## config.mk

```make
export PLATFORM = sky130hd
export DESIGN_NAME = operation_mode_selector
export DESIGN_NICKNAME = d
export VERILOG_FILES = /design/src/hdl/mode_sel_pkg.sv /design/src/hdl/input_sync.sv /design/src/hdl/operation_mode_selector.sv
export SDC_FILE = /design/constraint.sdc
export NUM_CORES = 1
export LEC_CHECK = 0
export BUFFER_PORTS_ARGS = -buffer_cell sky130_fd_sc_hd__buf_4
export CAP_MARGIN = 25
export CELL_PAD_IN_SITES_DETAIL_PLACEMENT = 1
export CELL_PAD_IN_SITES_GLOBAL_PLACEMENT = 2
export CORE_ASPECT_RATIO = 1.25
export CORE_MARGIN = 3
export CORE_UTILIZATION = 37
export DETAILED_ROUTE_END_ITERATION = 12
export HOLD_SLACK_MARGIN = 0.05
export PLACE_DENSITY_LB_ADDON = 0.1
export REMOVE_ABC_BUFFERS = 1
export SKIP_CTS_REPAIR_TIMING = 1
export SYNTH_ARGS = -nofsm -noshare
export SYNTH_HDL_FRONTEND = slang
export SYNTH_SLANG_ARGS = --single-unit
```

## constraint.sdc

```tcl
create_clock -name sys_clk_i -period 4.2 [get_ports sys_clk_i]
set_input_delay 1.05 -clock sys_clk_i [delete_from_list [all_inputs] [get_ports sys_clk_i]]
set_output_delay 1.05 -clock sys_clk_i [all_outputs]
set_load 0.01 [all_outputs]
```

## src/hdl/mode_sel_pkg.sv

```systemverilog
// Constants and types for the operation mode selector
package mode_sel_pkg;
  localparam int unsigned CHANNELS = 8;
  localparam int unsigned DIAG_WIDTH = 16;
  localparam int unsigned STATE_WIDTH = 8;
  localparam int unsigned DIAG_DISC_BIT = 0;
  localparam logic [15:0] DIAG_RESET = 16'h0000;
  localparam logic [7:0] CODE_UNDEF = 8'h00;
  localparam logic [7:0] CODE_RUN = 8'h01;
  localparam logic [7:0] CODE_STOP = 8'h02;
  localparam logic [7:0] CODE_SAFE = 8'h03;
  localparam logic [7:0] CODE_ERROR = 8'h04;
  localparam logic [7:0] CODE_RESET = 8'h05;
  localparam logic [7:0] CODE_START = 8'h06;
  localparam int unsigned CLK_HZ = 40000000;
  localparam int unsigned DISC_TIME_MS = 150;
  localparam int unsigned DISC_CYCLES = DISC_TIME_MS * (CLK_HZ / 1000);
  localparam int unsigned DISC_CNT_W = 24;
  // Arbitrary neutral identifier value
  localparam logic [15:0] BLOCK_ID = 16'h0a01;

  typedef enum logic [2:0] {
    ST_STOP = 3'b000,
    ST_SAFE = 3'b001,
    ST_START = 3'b011,
    ST_RUN = 3'b010,
    ST_ERROR = 3'b110,
    ST_RESET = 3'b111
  } sel_state_t;
endpackage : mode_sel_pkg

```

## src/hdl/input_sync.sv

```systemverilog
// Two-stage synchroniser for a vector of asynchronous inputs
`timescale 1ns/1ps
`default_nettype none
module input_sync #(
  parameter int unsigned WIDTH = 1
) (
  input wire logic sys_clk_i,
  input wire logic sys_rst_i,
  input wire logic [WIDTH-1:0] async_i,
  output logic [WIDTH-1:0] sync_o
);
  logic [WIDTH-1:0] meta_reg;
  logic [WIDTH-1:0] sync_reg;

  // Per-bit two-flop chain; first stage read only by second
  for (genvar b = 0; b < WIDTH; b++) begin : g_bit
    always_ff @(posedge sys_clk_i or posedge sys_rst_i) begin
      if (sys_rst_i) begin
        meta_reg[b] <= 1'b0;
        sync_reg[b] <= 1'b0;
      end else begin
        meta_reg[b] <= async_i[b];
        sync_reg[b] <= meta_reg[b];
      end
    end
  end

  assign sync_o = sync_reg;
endmodule : input_sync
`default_nettype wire

```

## src/hdl/operation_mode_selector.sv

```systemverilog
// Safety operation mode selector with discrepancy supervision
`timescale 1ns/1ps
`default_nettype none
// What this block does
// - Error output high while a monitoring fault stands, low otherwise.
// - Keep a 16-bit diagnostic word; bit 0 flags discrepancy error.
// - Report state as 8-bit code; 0 undefined, 1 to 6 states.
// - RUN code 1 with one input set: outputs copy inputs, error low.
// - Run enable low outside ERROR gives STOP code 2, outputs low, error low.
// - None or several inputs set gives SAFE code 3, outputs low.
// - Fault gives ERROR code 4, error high, outputs low, report diag.
// - Fault gone and acknowledge high gives RESET code 5, outputs low.
// - Restart enabled and high gives START code 6; wait falling edge.
// - Map options copy state and diag to process image each cycle.
// - With restart, outputs stay safe until low-high-low restart, no timeout.
// - On restart fall recheck single input; enable only outside error.
// - A mode change with several inputs set is supervised by a discrepancy time.
module operation_mode_selector
  import mode_sel_pkg::*;
#(
  parameter int unsigned DISC_LIMIT = DISC_CYCLES
) (
  input wire logic sys_clk_i,
  input wire logic sys_rst_i,
  input wire logic block_run_enable_i,
  input wire logic group_fault_acknowledge_i,
  input wire logic restart_enable_i,
  input wire logic restart_i,
  input wire logic map_state_i,
  input wire logic map_diag_i,
  input wire logic [mode_sel_pkg::CHANNELS-1:0] mode_select_in_i,
  output logic [mode_sel_pkg::CHANNELS-1:0] mode_enable_out_o,
  output logic error_o,
  output logic diag_event_o,
  output logic [mode_sel_pkg::DIAG_WIDTH-1:0] diagnostic_word_o,
  output logic [mode_sel_pkg::STATE_WIDTH-1:0] state_code_o,
  output logic [mode_sel_pkg::DIAG_WIDTH-1:0] image_diag_o,
  output logic [mode_sel_pkg::STATE_WIDTH-1:0] image_state_o
);
  import mode_sel_pkg::*;

  logic [CHANNELS+3:0] raw_in;
  logic [CHANNELS+3:0] sync_in;
  logic [CHANNELS-1:0] sel;
  logic run_en;
  logic ack;
  logic rst_en;
  logic rst_in;
  logic one_hot;
  logic any_sel;

  // Restart enable is a static configuration, synchronised with the rest
  assign raw_in = {restart_enable_i, restart_i, group_fault_acknowledge_i, block_run_enable_i, mode_select_in_i};

  input_sync #(
    .WIDTH(CHANNELS + 4)
  ) u_sync (
    .sys_clk_i(sys_clk_i),
    .sys_rst_i(sys_rst_i),
    .async_i(raw_in),
    .sync_o(sync_in)
  );

  assign sel = sync_in[CHANNELS-1:0];
  assign run_en = sync_in[CHANNELS];
  assign ack = sync_in[CHANNELS+1];
  assign rst_in = sync_in[CHANNELS+2];
  assign rst_en = sync_in[CHANNELS+3];
  assign one_hot = (sel != '0) && ((sel & (sel - 1'b1)) == '0);
  assign any_sel = (sel != '0);

  sel_state_t state_reg, state_next;
  logic [DISC_CNT_W-1:0] disc_cnt_reg, disc_cnt_next;
  logic [CHANNELS-1:0] prev_sel_reg, prev_sel_next;
  logic restart_prev_reg, restart_prev_next;
  logic armed_reg, armed_next;
  logic [DIAG_WIDTH-1:0] diag_reg, diag_next;
  logic [CHANNELS-1:0] out_reg, out_next;
  logic err_reg, err_next;
  logic evt_reg, evt_next;
  logic [STATE_WIDTH-1:0] code_reg, code_next;
  logic [DIAG_WIDTH-1:0] img_diag_reg, img_diag_next;
  logic [STATE_WIDTH-1:0] img_state_reg, img_state_next;
  logic disc_expired;
  logic restart_fall;

  assign disc_expired = (disc_cnt_reg >= DISC_LIMIT[DISC_CNT_W-1:0]);
  assign restart_fall = restart_prev_reg && !rst_in;

  always_comb begin
    state_next = state_reg;
    disc_cnt_next = disc_cnt_reg;
    prev_sel_next = sel;
    restart_prev_next = rst_in;
    // Restart held since enable must be released before a press counts
    armed_next = armed_reg || !rst_in;
    diag_next = diag_reg;
    evt_next = 1'b0;
    // Discrepancy timer runs while no single mode is established
    if (one_hot || !run_en) begin
      disc_cnt_next = '0;
    end else if (!disc_expired) begin
      disc_cnt_next = disc_cnt_reg + 1'b1;
    end
    unique case (state_reg)
      ST_STOP: begin
        armed_next = 1'b0;
        if (run_en) begin
          state_next = ST_SAFE;
        end
      end
      ST_SAFE: begin
        // Only fault with several inputs set, not with inputs idle
        if (disc_expired && any_sel && !one_hot) begin
          state_next = ST_ERROR;
          diag_next[DIAG_DISC_BIT] = 1'b1;
          evt_next = 1'b1;
        end else if (one_hot && !rst_en) begin
          state_next = ST_RUN;
        end else if (one_hot && rst_in && armed_reg) begin
          state_next = ST_START;
          armed_next = 1'b1;
        end
      end
      ST_START: begin
        // No timeout here: waits for restart release indefinitely
        if (restart_fall) begin
          if (one_hot) begin
            state_next = ST_RUN;
          end else begin
            state_next = ST_SAFE;
          end
          armed_next = 1'b0;
        end else if (!one_hot && !rst_in) begin
          state_next = ST_SAFE;
        end
      end
      ST_RUN: begin
        if (!one_hot || sel != prev_sel_reg) begin
          state_next = ST_SAFE;
        end
      end
      ST_ERROR: begin
        // Fault stays latched until the group acknowledges it
        if (ack && !(any_sel && !one_hot)) begin
          state_next = ST_RESET;
          diag_next = DIAG_RESET;
        end
      end
      ST_RESET: begin
        if (!ack) begin
          state_next = ST_SAFE;
        end
      end
    endcase
    // Run enable low overrides, but an unacknowledged fault survives
    if (!run_en && state_reg != ST_ERROR) begin
      state_next = ST_STOP;
    end
  end

  always_comb begin
    out_next = '0;
    err_next = 1'b0;
    code_next = CODE_UNDEF;
    unique case (state_next)
      ST_RUN: begin
        out_next = sel;
        code_next = CODE_RUN;
      end
      ST_STOP: code_next = CODE_STOP;
      ST_SAFE: code_next = CODE_SAFE;
      ST_START: code_next = CODE_START;
      ST_ERROR: begin
        err_next = 1'b1;
        code_next = CODE_ERROR;
      end
      ST_RESET: code_next = CODE_RESET;
    endcase
    img_state_next = map_state_i ? code_next : '0;
    img_diag_next = map_diag_i ? diag_next : '0;
  end

  always_ff @(posedge sys_clk_i or posedge sys_rst_i) begin
    if (sys_rst_i) begin
      state_reg <= ST_STOP;
      disc_cnt_reg <= '0;
      prev_sel_reg <= '0;
      restart_prev_reg <= 1'b0;
      armed_reg <= 1'b0;
      diag_reg <= DIAG_RESET;
      out_reg <= '0;
      err_reg <= 1'b0;
      evt_reg <= 1'b0;
      code_reg <= CODE_STOP;
      img_diag_reg <= '0;
      img_state_reg <= '0;
    end else begin
      state_reg <= state_next;
      disc_cnt_reg <= disc_cnt_next;
      prev_sel_reg <= prev_sel_next;
      restart_prev_reg <= restart_prev_next;
      armed_reg <= armed_next;
      diag_reg <= diag_next;
      out_reg <= out_next;
      err_reg <= err_next;
      evt_reg <= evt_next;
      code_reg <= code_next;
      img_diag_reg <= img_diag_next;
      img_state_reg <= img_state_next;
    end
  end

  assign mode_enable_out_o = out_reg;
  assign error_o = err_reg;
  assign diag_event_o = evt_reg;
  assign diagnostic_word_o = diag_reg;
  assign state_code_o = code_reg;
  assign image_diag_o = img_diag_reg;
  assign image_state_o = img_state_reg;
endmodule : operation_mode_selector
`default_nettype wire

```

==> impl_metrics.py, run 1 <==
metrics = {
    "outcome": {
        "run_status": "finished clean",
    },
    "layout": {
        "layout.nets": 441,
        "n_fill_cell": 1212,
        "final_cell_mix": "sky130_fd_sc_hd__dfrtp_1, sky130_fd_sc_hd__buf_4, sky130_fd_sc_hd__nor2_1",
        "largest_reg_flops": 24,
        "syn2layout_area_growth_pct": 21.5,
        "finalCoreUtilization": 0.466,
        "sequential_cell_area_um2": 2730,
        "final_common_cell": "sky130_fd_sc_hd__dfrtp_1",
        "layout.cells.non_filler": 563,
        "drive_above_1_share": 0.231,
        "antenna_cells": 0,
        "multi_input_comb_area_um2": 1430,
    },
    "critical_path": {
        "start_kind": "flop",
        "worstSetupEndpoint": "mode_enable_out_o[2]",
        "critical_path_arrival_ps": 2670,
        "crit_path_max_fanout": 8,
        "critical_path.endpoint_type": "flop",
        "worst-r2r-cell-count": 8,
        "cp.required_ps": 4440,
        "worstSetupStartpoint": "u_sync.sync_o[2]",
        "timing.rr.end": "mode_enable_out_o[2]",
        "reg2reg_slack_ps": 1770,
        "critical_path_class": "reg2reg",
        "worst_r2r_startpoint": "u_sync.sync_o[2]",
    },
    "synth": {
        "netlist_area_um2": 4310,
        "synth.yosys.warnings": 0,
        "post_synthesis_cell_count": 359,
        "postSynth.asyncResetShare": 1.00,
        "synth.avg_cell_area_um2": 12.0,
        "synth.distinct_cells": 54,
        "synth_seq_area_share": 0.633,
        "synthFlopType": "sky130_fd_sc_hd__dfrtp_1",
        "synth-seq-cells": 109,
        "number_of_enable_type_register_cells_in_the_synthesized_netlist": 0,
    },
    "detailed_routing": {
        "via_count": 2769,
        "via_per_inst": 4.92,
        "post_drt_wl_per_cell_um": 15.4,
        "detail_route.drc_violations": 0,
        "first_iter_violations": 103,
        "wirelength_mm": 8.67,
        "drtPass1Iterations": 4,
        "drtAntennaViolNets": 0,
    },
    "clock_tree": {
        "h-tree-depth": 3,
        "cts.clk_slew.worst_paths_ps": 80,
        "ctsRootBufferMaster": "sky130_fd_sc_hd__clkbuf_16",
        "cts_tree": "yes",
        "clk-insertion-delay-late_ps": 350,
        "cts-buffers-inserted": 9,
        "cts_buffer_depth": 2,
        "clock_sinks": 109,
    },
    "global_route": {
        "all_layer_global_routing_usage": 0.149,
        "number_of_global_route_vias_before_repair": 2985,
        "grt_first_pass_wirelength_mm": 15.2,
        "initial_antenna_violation_count": 0,
        "grt_remaining_overflow": 0,
        "grt_max_degree": 50,
    },
    "pwr": {
        "comb_power_share": 0.051,
        "total_power_w": 0.00211,
        "sequential_power_share": 0.520,
        "p_switching_w": 0.000510,
        "clock_power_share": 0.429,
        "power.density_cell_area_nw_per_um2": 403,
        "cellInternalPower_w": 0.00160,
        "vdd_ir_drop_max_v": 0.000191,
        "power.switching_fraction": 0.241,
        "total_leakage_power_nw": 2.52,
    },
    "sta": {
        "relSlewSlack": 0.446,
        "final_hold_viol_count": 0,
        "layout_min_cycle_time_ps": 2430,
        "timing.setup.tns_ps": 0,
        "final_max_slew_viol_count": 0,
        "final_min_period_over_clock_period": 0.579,
        "finalSetupViolCount": 0,
        "unrepaired_setup_endpoints_after_global_routing": "no",
        "fmax_ghz": 0.411,
        "timing.clock.skew_ps": 8.69,
        "timing_worst_slew_pin_value_ps": 829,
    },
    "die": {
        "core_region_area_um2": 11200,
        "die_y_um": 127,
        "die_width_um": 103,
        "top_level_ports": 74,
        "initial_core_util": 0.383,
        "die-area_um2": 13000,
        "std_cell_rows": 43,
    },
    "placement": {
        "placement.io_buffers": 63,
        "dpl.cell_count": 547,
        "dp_hpwl_mm": 6.03,
        "gp_routability_congestion": 0.796,
    },
    "worst_hold_path": {
        "timing.hold.worst.class": "reg2reg",
    },
    "run": {
        "cap_viol_max_count": 0,
    },
}
==> Yosys cell counts (all sizes together) (2+ instances only) <==
cell type,count,share of area
nand3,8,0.013
or3,3,0.0044
buf,16,0.024
nand2,14,0.012
xnor2,18,0.037
xor2,8,0.016
nor2,36,0.032
dfrtp,108,0.63
nor4b,4,0.0081
nor2b,2,0.0029
a211oi,4,0.013
a21boi,2,0.0035
o21a,2,0.0035
a21oi,15,0.017
ha,2,0.0058
nand2b,4,0.0058
inv,13,0.011
o22ai,2,0.0029
nand4,9,0.017
clkbuf,7,0.0061
o21ai,9,0.010
and2,28,0.041
nor4,2,0.0064
and3,21,0.030
nor3,4,0.0046
==> routing by layer <==
metal | wire (um) | global-route usage | vias to the layer above
met4 | 125 | 0.0479 | 0
li1 | - | - | 1304
met3 | 618 | 0.0655 | 8
met5 | 0 | 0 | -
met2 | 4050 | 0.213 | 58
met1 | 3870 | 0.202 | 1399
==> cells by family (layout without fill, tap and decap cells) <==
logic type / Yosys count / after routing / synth area share
simple gates: 141 / 141 / 0.191
compound gates: 41 / 41 / 0.0688
xor+xnor: 26 / 26 / 0.0529
flops: 109 / 109 / 0.633
buf+inv: 37 / 97 / 0.0424
other cells: 1 / 10 / 0.000870
mux: 1 / 1 / 0.00232
fa+ha+maj: 3 / 3 / 0.00813
==> worst min-delay path by stage <==
stage | startpoint | endpoint | slack, ps | cells after the start
after global placement | u_sync.meta_reg[11] | u_sync.sync_o[11] | 330 | 0
after floorplan | u_sync.meta_reg[0] | u_sync.sync_o[0] | 330 | 0
final | u_sync.meta_reg[11] | u_sync.sync_o[11] | 350 | 0
after detailed placement | u_sync.meta_reg[4] | u_sync.sync_o[4] | 340 | 0
after CTS | u_sync.meta_reg[4] | u_sync.sync_o[4] | 350 | 0
after global routing | u_sync.meta_reg[4] | u_sync.sync_o[4] | 360 | 0
==> area by class of cell <==
class	instances	share of cell area
clock buffers	9	0.0430
clock inverters	7	0.0196
inverters	14	0.0108
multi-input cells	222	0.273
flip-flops and latches	109	0.521
well taps	135	0.0323
repair buffers	67	0.0999
==> stage by stage <==
stage	area [um^2]	worst slack (ps)	hold WS, ps
detailed placement	4910	1750	336
CTS	5240	1720	354
global placement	4880	1790	334
global route	5240	1490	358
finish	5240	1770	351
floorplan	4210	278	331
==> worst max-delay path: stages, from the launching register on <==
cell	delay, ps
sky130_fd_sc_hd__dfrtp_1	470
sky130_fd_sc_hd__nor4_4	440
sky130_fd_sc_hd__or3b_1	410
sky130_fd_sc_hd__nand3_2	140
sky130_fd_sc_hd__nor2_2	80
sky130_fd_sc_hd__a211oi_4	270
sky130_fd_sc_hd__a211oi_4	90
sky130_fd_sc_hd__and3_1	230
sky130_fd_sc_hd__and2_1	180
==> power by group through the flow <==
stage / clock network, W / logic (W) / registers, W
floorplan: 0 / 0.0000657 / 0.00112
global placement: 0 / 0.000105 / 0.00112
detailed placement: 0 / 0.000110 / 0.00112
CTS: 0.000939 / 0.000111 / 0.00110
global route: 0.000991 / 0.000124 / 0.00110
finish: 0.000905 / 0.000108 / 0.00110
Power figures use the tool's default switching activity.
==> inputs of run 2 (changes only) <==
- clock period: 4.2 -> 2.5 ns (I/O delays scaled with it)
==> run 2 against run 1 <==
Utilization up 0.88 points. Register-to-register slack got worse by 1600 ps. Critical path depth increased by 1. Fmax grew 2.3%. Combinational power increased by 83%. Via count up 1.8%. Die area unchanged. Largest power group unchanged.
==> impl_metrics.py, run 2 (synthesis results as in run 1) <==
metrics = {
    "sta": {
        "timing.setup.tns_ps": 0,
        "timing_worst_slew_pin_value_ps": 485,
        "final_hold_viol_count": 0,
        "fmax_ghz": 0.420,
        "final_max_slew_viol_count": 0,
        "final_min_period_over_clock_period": 0.952,
        "relSlewSlack": 0.672,
        "finalSetupViolCount": 0,
        "timing.clock.skew_ps": 13.3,
        "layout_min_cycle_time_ps": 2380,
    },
    "detailed_routing": {
        "post_drt_wl_per_cell_um": 15.9,
        "wirelength_mm": 9.11,
        "via_per_inst": 4.93,
        "drtAntennaViolNets": 0,
        "via_count": 2819,
        "first_iter_violations": 106,
        "drtPass1Iterations": 4,
        "detail_route.drc_violations": 0,
    },
    "global_route": {
        "initial_antenna_violation_count": 0,
        "grt_remaining_overflow": 0,
        "number_of_global_route_vias_before_repair": 3074,
        "grt_first_pass_wirelength_mm": 15.3,
        "all_layer_global_routing_usage": 0.152,
        "grt_max_degree": 44,
    },
    "placement": {
        "gp_routability_congestion": 0.790,
        "dp_hpwl_mm": 6.18,
        "instance_area_at_placement_um2": 4980,
        "placement.io_buffers": 63,
        "dpl.cell_count": 554,
    },
    "layout": {
        "syn2layout_area_growth_pct": 23.8,
        "layout.cells.non_filler": 572,
        "drive_above_1_share": 0.261,
        "cell_area_after_layout_um2": 5330,
        "antenna_cells": 0,
        "layout.nets": 450,
        "final_common_cell": "sky130_fd_sc_hd__dfrtp_1",
        "finalCoreUtilization": 0.474,
        "largest_reg_flops": 24,
        "final_cell_mix": "sky130_fd_sc_hd__dfrtp_1, sky130_fd_sc_hd__buf_4, sky130_fd_sc_hd__nor2_1",
    },
    "outcome": {
        "run_status": "finished clean",
    },
    "clock_tree": {
        "h-tree-depth": 3,
        "cts_tree": "yes",
        "cts_buffer_depth": 2,
        "cts.clk_slew.worst_paths_ps": 80,
        "ctsRootBufferMaster": "sky130_fd_sc_hd__clkbuf_16",
        "clk-insertion-delay-late_ps": 360,
        "clock_sinks": 109,
        "cts-buffers-inserted": 9,
    },
    "worst_hold_path": {
        "timing.hold.worst.class": "in2async",
    },
    "die": {
        "core_region_area_um2": 11200,
        "die_width_um": 103,
        "top_level_ports": 74,
        "die_y_um": 127,
        "std_cell_rows": 43,
        "die-area_um2": 13000,
        "initial_core_util": 0.383,
    },
    "pwr": {
        "power.density_cell_area_nw_per_um2": 655,
        "total_power_w": 0.00349,
        "vdd_ir_drop_max_v": 0.000339,
        "total_leakage_power_nw": 2.57,
    },
    "critical_path": {
        "cp.buffers_inverters": 2,
        "worst-r2r-cell-count": 9,
        "critical_path_class": "reg2reg",
        "critical_path_arrival_ps": 2630,
        "critical_path.endpoint_type": "flop",
        "cp_cell_sequence": "nor4_4 -> buf_4 -> nor3b_4 -> buf_4 -> o31ai_1 -> o311ai_1 -> and2_1 -> and3_4 -> and2_1",
        "critical_path_depth": 9,
        "cpPeakStageDelay_ps": 460,
        "cp.required_ps": 2750,
        "crit_path_max_fanout": 8,
        "family_of_cells_with_the_greatest_summed_delay_on_the_critical_path": "simple AND/OR/NAND/NOR gates",
        "start_kind": "flop",
        "timing.critical_path.slowest_stage_cell": "sky130_fd_sc_hd__dfrtp_2",
    },
    "run": {
        "cap_viol_max_count": 0,
    },
}
run 2: changes by cell type in the layout (fill, tap and decap cells not counted), moves of 2 or more:
cell	before	now
sky130_fd_sc_hd__buf_12	0	3
sky130_fd_sc_hd__dfrtp_1	108	106
sky130_fd_sc_hd__inv_6	2	0
sky130_fd_sc_hd__inv_8	2	4
sky130_fd_sc_hd__dfrtp_2	0	2
sky130_fd_sc_hd__buf_4	66	73
run 2: path summary, 6_finish.rpt:
kind                                    start                     to  slack [ps]
hold / removal                      sys_rst_i  diagnostic_word_o[10]         280
max in group asynchronous           sys_rst_i        state_code_o[1]        1580
setup reg to reg             u_sync.sync_o[5]   mode_enable_out_o[1]         120
min in group sys_clk_i     u_sync.meta_reg[4]       u_sync.sync_o[4]         350
setup / recovery             u_sync.sync_o[5]   mode_enable_out_o[1]         120
hold reg to reg            u_sync.meta_reg[4]       u_sync.sync_o[4]         350
run 2: final cells by class:
cell class / count / area [um^2]
multi-input cells: 222 / 1460
clock inverters: 7 / 85.1
clock buffers: 9 / 225
well taps: 135 / 169
flip-flops and latches: 109 / 2730
repair buffers: 76 / 608
fillers: 1236 / 5910
inverters: 14 / 56.3
run 2: report_power, final:
| part | internal, W | switching, W |
|---|---|---|
| Clock | 0.000722 | 0.000729 |
| Sequential | 0.00181 | 0.0000388 |
| Combinational | 0.0000790 | 0.000119 |
run 2: stage by stage:
| stage | worst slack (ps) | hold slack (ps) |
|---|---|---|
| 2_1_floorplan | -997 | 331 |
| 3_3_place_gp | 126 | 332 |
| 3_5_place_dp | 50.3 | 336 |
| 4_1_cts | 7.67 | 292 |
| 5_1_grt | -28.0 | 293 |
| 6_report | 120 | 284 |
run 2: routing by layer:
metal  part of all wire  wire, um  vias to the layer above  global-route usage
met2               0.49      4490                       52               0.235
met5                  0         0                        -                   0
met1               0.43      3910                     1425               0.190
met3              0.059       537                       15              0.0638
met4              0.019       170                        0              0.0541
li1                   -         -                     1327                   -
==> inputs of run 3 (changes only) <==
- ABC_AREA: unset -> 1
- CORE_UTILIZATION: 37 -> 31
- clock period: 2.5 -> 2.05 ns (I/O delays scaled with it)
==> run 3 against run 2 <==
The run now ends with negative setup slack left. Setup slack got worse by 150 ps. Sequential power rose by 22%. Worst hold slack got worse by 130 ps. Clock skew barely moved. Fmax rose by 14%. Final cell count rose by 33%. Largest power group unchanged. Highest routed layer unchanged.
==> impl_metrics.py, run 3 <==
metrics = {
    "detailed_routing": {
        "via_count": 3479,
        "post_drt_wl_per_cell_um": 15.4,
        "drtPass1Iterations": 4,
        "first_iter_violations": 120,
        "wirelength_mm": 11.7,
        "via_per_inst": 4.57,
        "detail_route.drc_violations": 0,
        "drtAntennaViolNets": 0,
    },
    "die": {
        "die_width_um": 113,
        "std_cell_rows": 48,
        "die_y_um": 140,
        "initial_core_util": 0.319,
        "core_region_area_um2": 13900,
        "top_level_ports": 74,
        "die-area_um2": 15800,
    },
    "critical_path": {
        "timing.rr.end": "image_diag_o[8]",
        "cp.required_ps": 2280,
        "crit_path_max_fanout": 8,
        "timing.critical_path.slowest_stage_cell": "sky130_fd_sc_hd__dfrtp_2",
        "worst_r2r_startpoint": "u_sync.sync_o[1]",
        "reg2reg_slack_ps": -30,
        "cpPeakStageDelay_ps": 450,
        "critical_path_class": "reg2reg",
        "critical_path_arrival_ps": 2310,
        "cp_cell_sequence": "nor2_4 -> nand2_4 -> nand2_2 -> nand3_2 -> nor2_4 -> buf_4 -> buf_6 -> nand3_4 -> buf_6 -> nor3_4 -> buf_12 -> clkbuf_16 -> nor3_1",
        "start_kind": "flop",
        "critical_path.endpoint_type": "flop",
        "family_of_cells_with_the_greatest_summed_delay_on_the_critical_path": "simple AND/OR/NAND/NOR gates",
        "cp.buffers_inverters": 5,
        "worst-r2r-cell-count": 13,
    },
    "clock_tree": {
        "cts.clk_slew.worst_paths_ps": 80,
        "h-tree-depth": 3,
        "clock_sinks": 109,
        "cts-buffers-inserted": 9,
        "ctsRootBufferMaster": "sky130_fd_sc_hd__clkbuf_16",
        "cts_tree": "yes",
        "cts_buffer_depth": 2,
        "clk-insertion-delay-late_ps": 370,
    },
    "layout": {
        "layout.cells.non_filler": 761,
        "final_cell_mix": "sky130_fd_sc_hd__buf_4, sky130_fd_sc_hd__dfrtp_1, sky130_fd_sc_hd__inv_1",
        "largest_reg_flops": 24,
        "layout.nets": 599,
        "sequential_cell_area_um2": 2730,
        "final_common_cell": "sky130_fd_sc_hd__buf_4",
        "syn2layout_area_growth_pct": 37.9,
        "multi_input_comb_area_um2": 1590,
        "drive_above_1_share": 0.365,
        "cell_area_after_layout_um2": 6130,
        "antenna_cells": 0,
        "n_fill_cell": 1562,
    },
    "synth": {
        "netlist_area_um2": 4450,
        "yosys.area.top_type": "sky130_fd_sc_hd__dfrtp_1",
        "post_synthesis_cell_count": 456,
        "netlist_top_cells_area": "sky130_fd_sc_hd__dfrtp_1, sky130_fd_sc_hd__inv_1, sky130_fd_sc_hd__nor2_1",
        "synth.yosys.warnings": 0,
        "number_of_enable_type_register_cells_in_the_synthesized_netlist": 0,
        "synth_common_cells": "sky130_fd_sc_hd__dfrtp_1, sky130_fd_sc_hd__inv_1, sky130_fd_sc_hd__nor2_1, sky130_fd_sc_hd__nand2_1, sky130_fd_sc_hd__a21oi_1",
        "most_instantiated_library_cell_after_synthesis": "sky130_fd_sc_hd__dfrtp_1",
        "synthFlopType": "sky130_fd_sc_hd__dfrtp_1",
        "synth_seq_area_share": 0.614,
        "synth.distinct_cells": 43,
        "postSynth.asyncResetShare": 1.00,
        "synth_top_area_share": 0.608,
        "synth.avg_cell_area_um2": 9.75,
        "synth-seq-cells": 109,
    },
    "global_route": {
        "met1_usage": 0.170,
        "grt_remaining_overflow": 0,
        "global_route.peak_usage_layer": "met2",
        "number_of_global_route_vias_before_repair": 3644,
        "all_layer_global_routing_usage": 0.148,
        "met2_usage": 0.259,
        "grt_first_pass_wirelength_mm": 18.2,
        "grt_max_degree": 42,
        "grt_util_met3": 0.0309,
        "initial_antenna_violation_count": 0,
    },
    "sta": {
        "final_max_slew_viol_count": 0,
        "unrepaired_setup_endpoints_after_global_routing": "yes",
        "fmax_ghz": 0.480,
        "final_min_period_over_clock_period": 1.02,
        "setup_ws_ps": -33.3,
        "final_hold_viol_count": 0,
        "finalSetupViolCount": 18,
        "layout_min_cycle_time_ps": 2080,
        "relSlewSlack": 0.615,
        "timing_worst_slew_pin_value_ps": 577,
        "worst_hold_slack_ps": 156,
        "timing.clock.skew_ps": 13.8,
    },
    "placement": {
        "placement.io_buffers": 63,
        "instance_area_at_placement_um2": 5460,
        "dp_hpwl_mm": 8.26,
        "placement.setup.worst_slack_ps": -82.7,
        "gp_routability_congestion": 0.792,
        "dpl.cell_count": 732,
    },
    "pwr": {
        "power.density_cell_area_nw_per_um2": 716,
        "total_leakage_power_nw": 2.96,
        "vdd_ir_drop_max_v": 0.000508,
        "total_power_w": 0.00439,
    },
    "outcome": {
        "run_status": "finished with violations",
        "violations_in_the_final_reports": "negative setup slack",
    },
    "run": {
        "cap_viol_max_count": 0,
    },
    "worst_hold_path": {
        "timing.hold.worst.class": "in2async",
    },
}
run 3: cell count changes in the layout (fill, tap and decap cells not counted), sizes merged, moves of 10 or more:
cell   previous run  this run
and3             21         2
nand2            14        62
buf              76       120
nor2             36        69
and2             28         0
inv              17        68
nand3             8        26
o21ai             9        19
nor3              4        20
xnor2            18         4
run 3: final cells by class:
type	instances	area share
timing repair buffer	122	0.166
tap	175	0.0357
inverter	67	0.0421
sequential	109	0.446
clock buffer	10	0.0390
clock inverter	6	0.0110
multi-input combinational	272	0.260
run 3: where the power goes:
part / internal (W) / switching, W / total [W]
logic: 0.000138 / 0.000215 / 0.000353
registers: 0.00221 / 0.0000368 / 0.00225
clock network: 0.000893 / 0.000891 / 0.00178
run 3: per-stage QoR:
step	setup TNS, ps	util
2_1_floorplan	-150440	-
3_3_place_gp	-1.32	0.392
3_5_place_dp	-344	0.392
4_1_cts	-737	0.414
5_1_grt	-5520	0.440
6_report	-302	0.440
run 3: cell families after synthesis:
kind of cell	count (synthesis)	share of synthesized area
compound gates	57	0.0754
xor+xnor	8	0.0158
fa+ha+maj	2	0.00563
buf+inv	84	0.0802
flops	109	0.614
other cells	1	0.000844
simple gates	195	0.208
run 3: worst max-delay path by stage:
stage / startpoint / endpoint / cells after the start
after global routing: u_sync.sync_o[4] / mode_enable_out_o[7] / 13
after floorplan: sys_rst_i / armed_reg / 1
after CTS: u_sync.sync_o[4] / mode_enable_out_o[6] / 13
final: u_sync.sync_o[1] / image_diag_o[8] / 13
after detailed placement: u_sync.sync_o[4] / mode_enable_out_o[6] / 13
after global placement: u_sync.sync_o[4] / image_state_o[2] / 12
run 3: metal layers:
metal	wire, um	vias up	part of all wire
li1	-	1681	-
met1	4710	1743	0.40
met2	6450	41	0.55
met3	296	14	0.025
met4	242	0	0.021
met5	0	-	0
run 3: worst reg2reg max path, cell delays in order (launching register included):
cell,delay (ps)
sky130_fd_sc_hd__dfrtp_2,450
sky130_fd_sc_hd__nor2_4,160
sky130_fd_sc_hd__nand2_4,80
sky130_fd_sc_hd__nand2_2,60
sky130_fd_sc_hd__nand3_2,90
sky130_fd_sc_hd__nor2_4,130
sky130_fd_sc_hd__buf_4,110
sky130_fd_sc_hd__buf_6,80
sky130_fd_sc_hd__nand3_4,70
sky130_fd_sc_hd__buf_6,130
sky130_fd_sc_hd__nor3_4,210
sky130_fd_sc_hd__buf_12,160
sky130_fd_sc_hd__clkbuf_16,150
sky130_fd_sc_hd__nor3_1,50
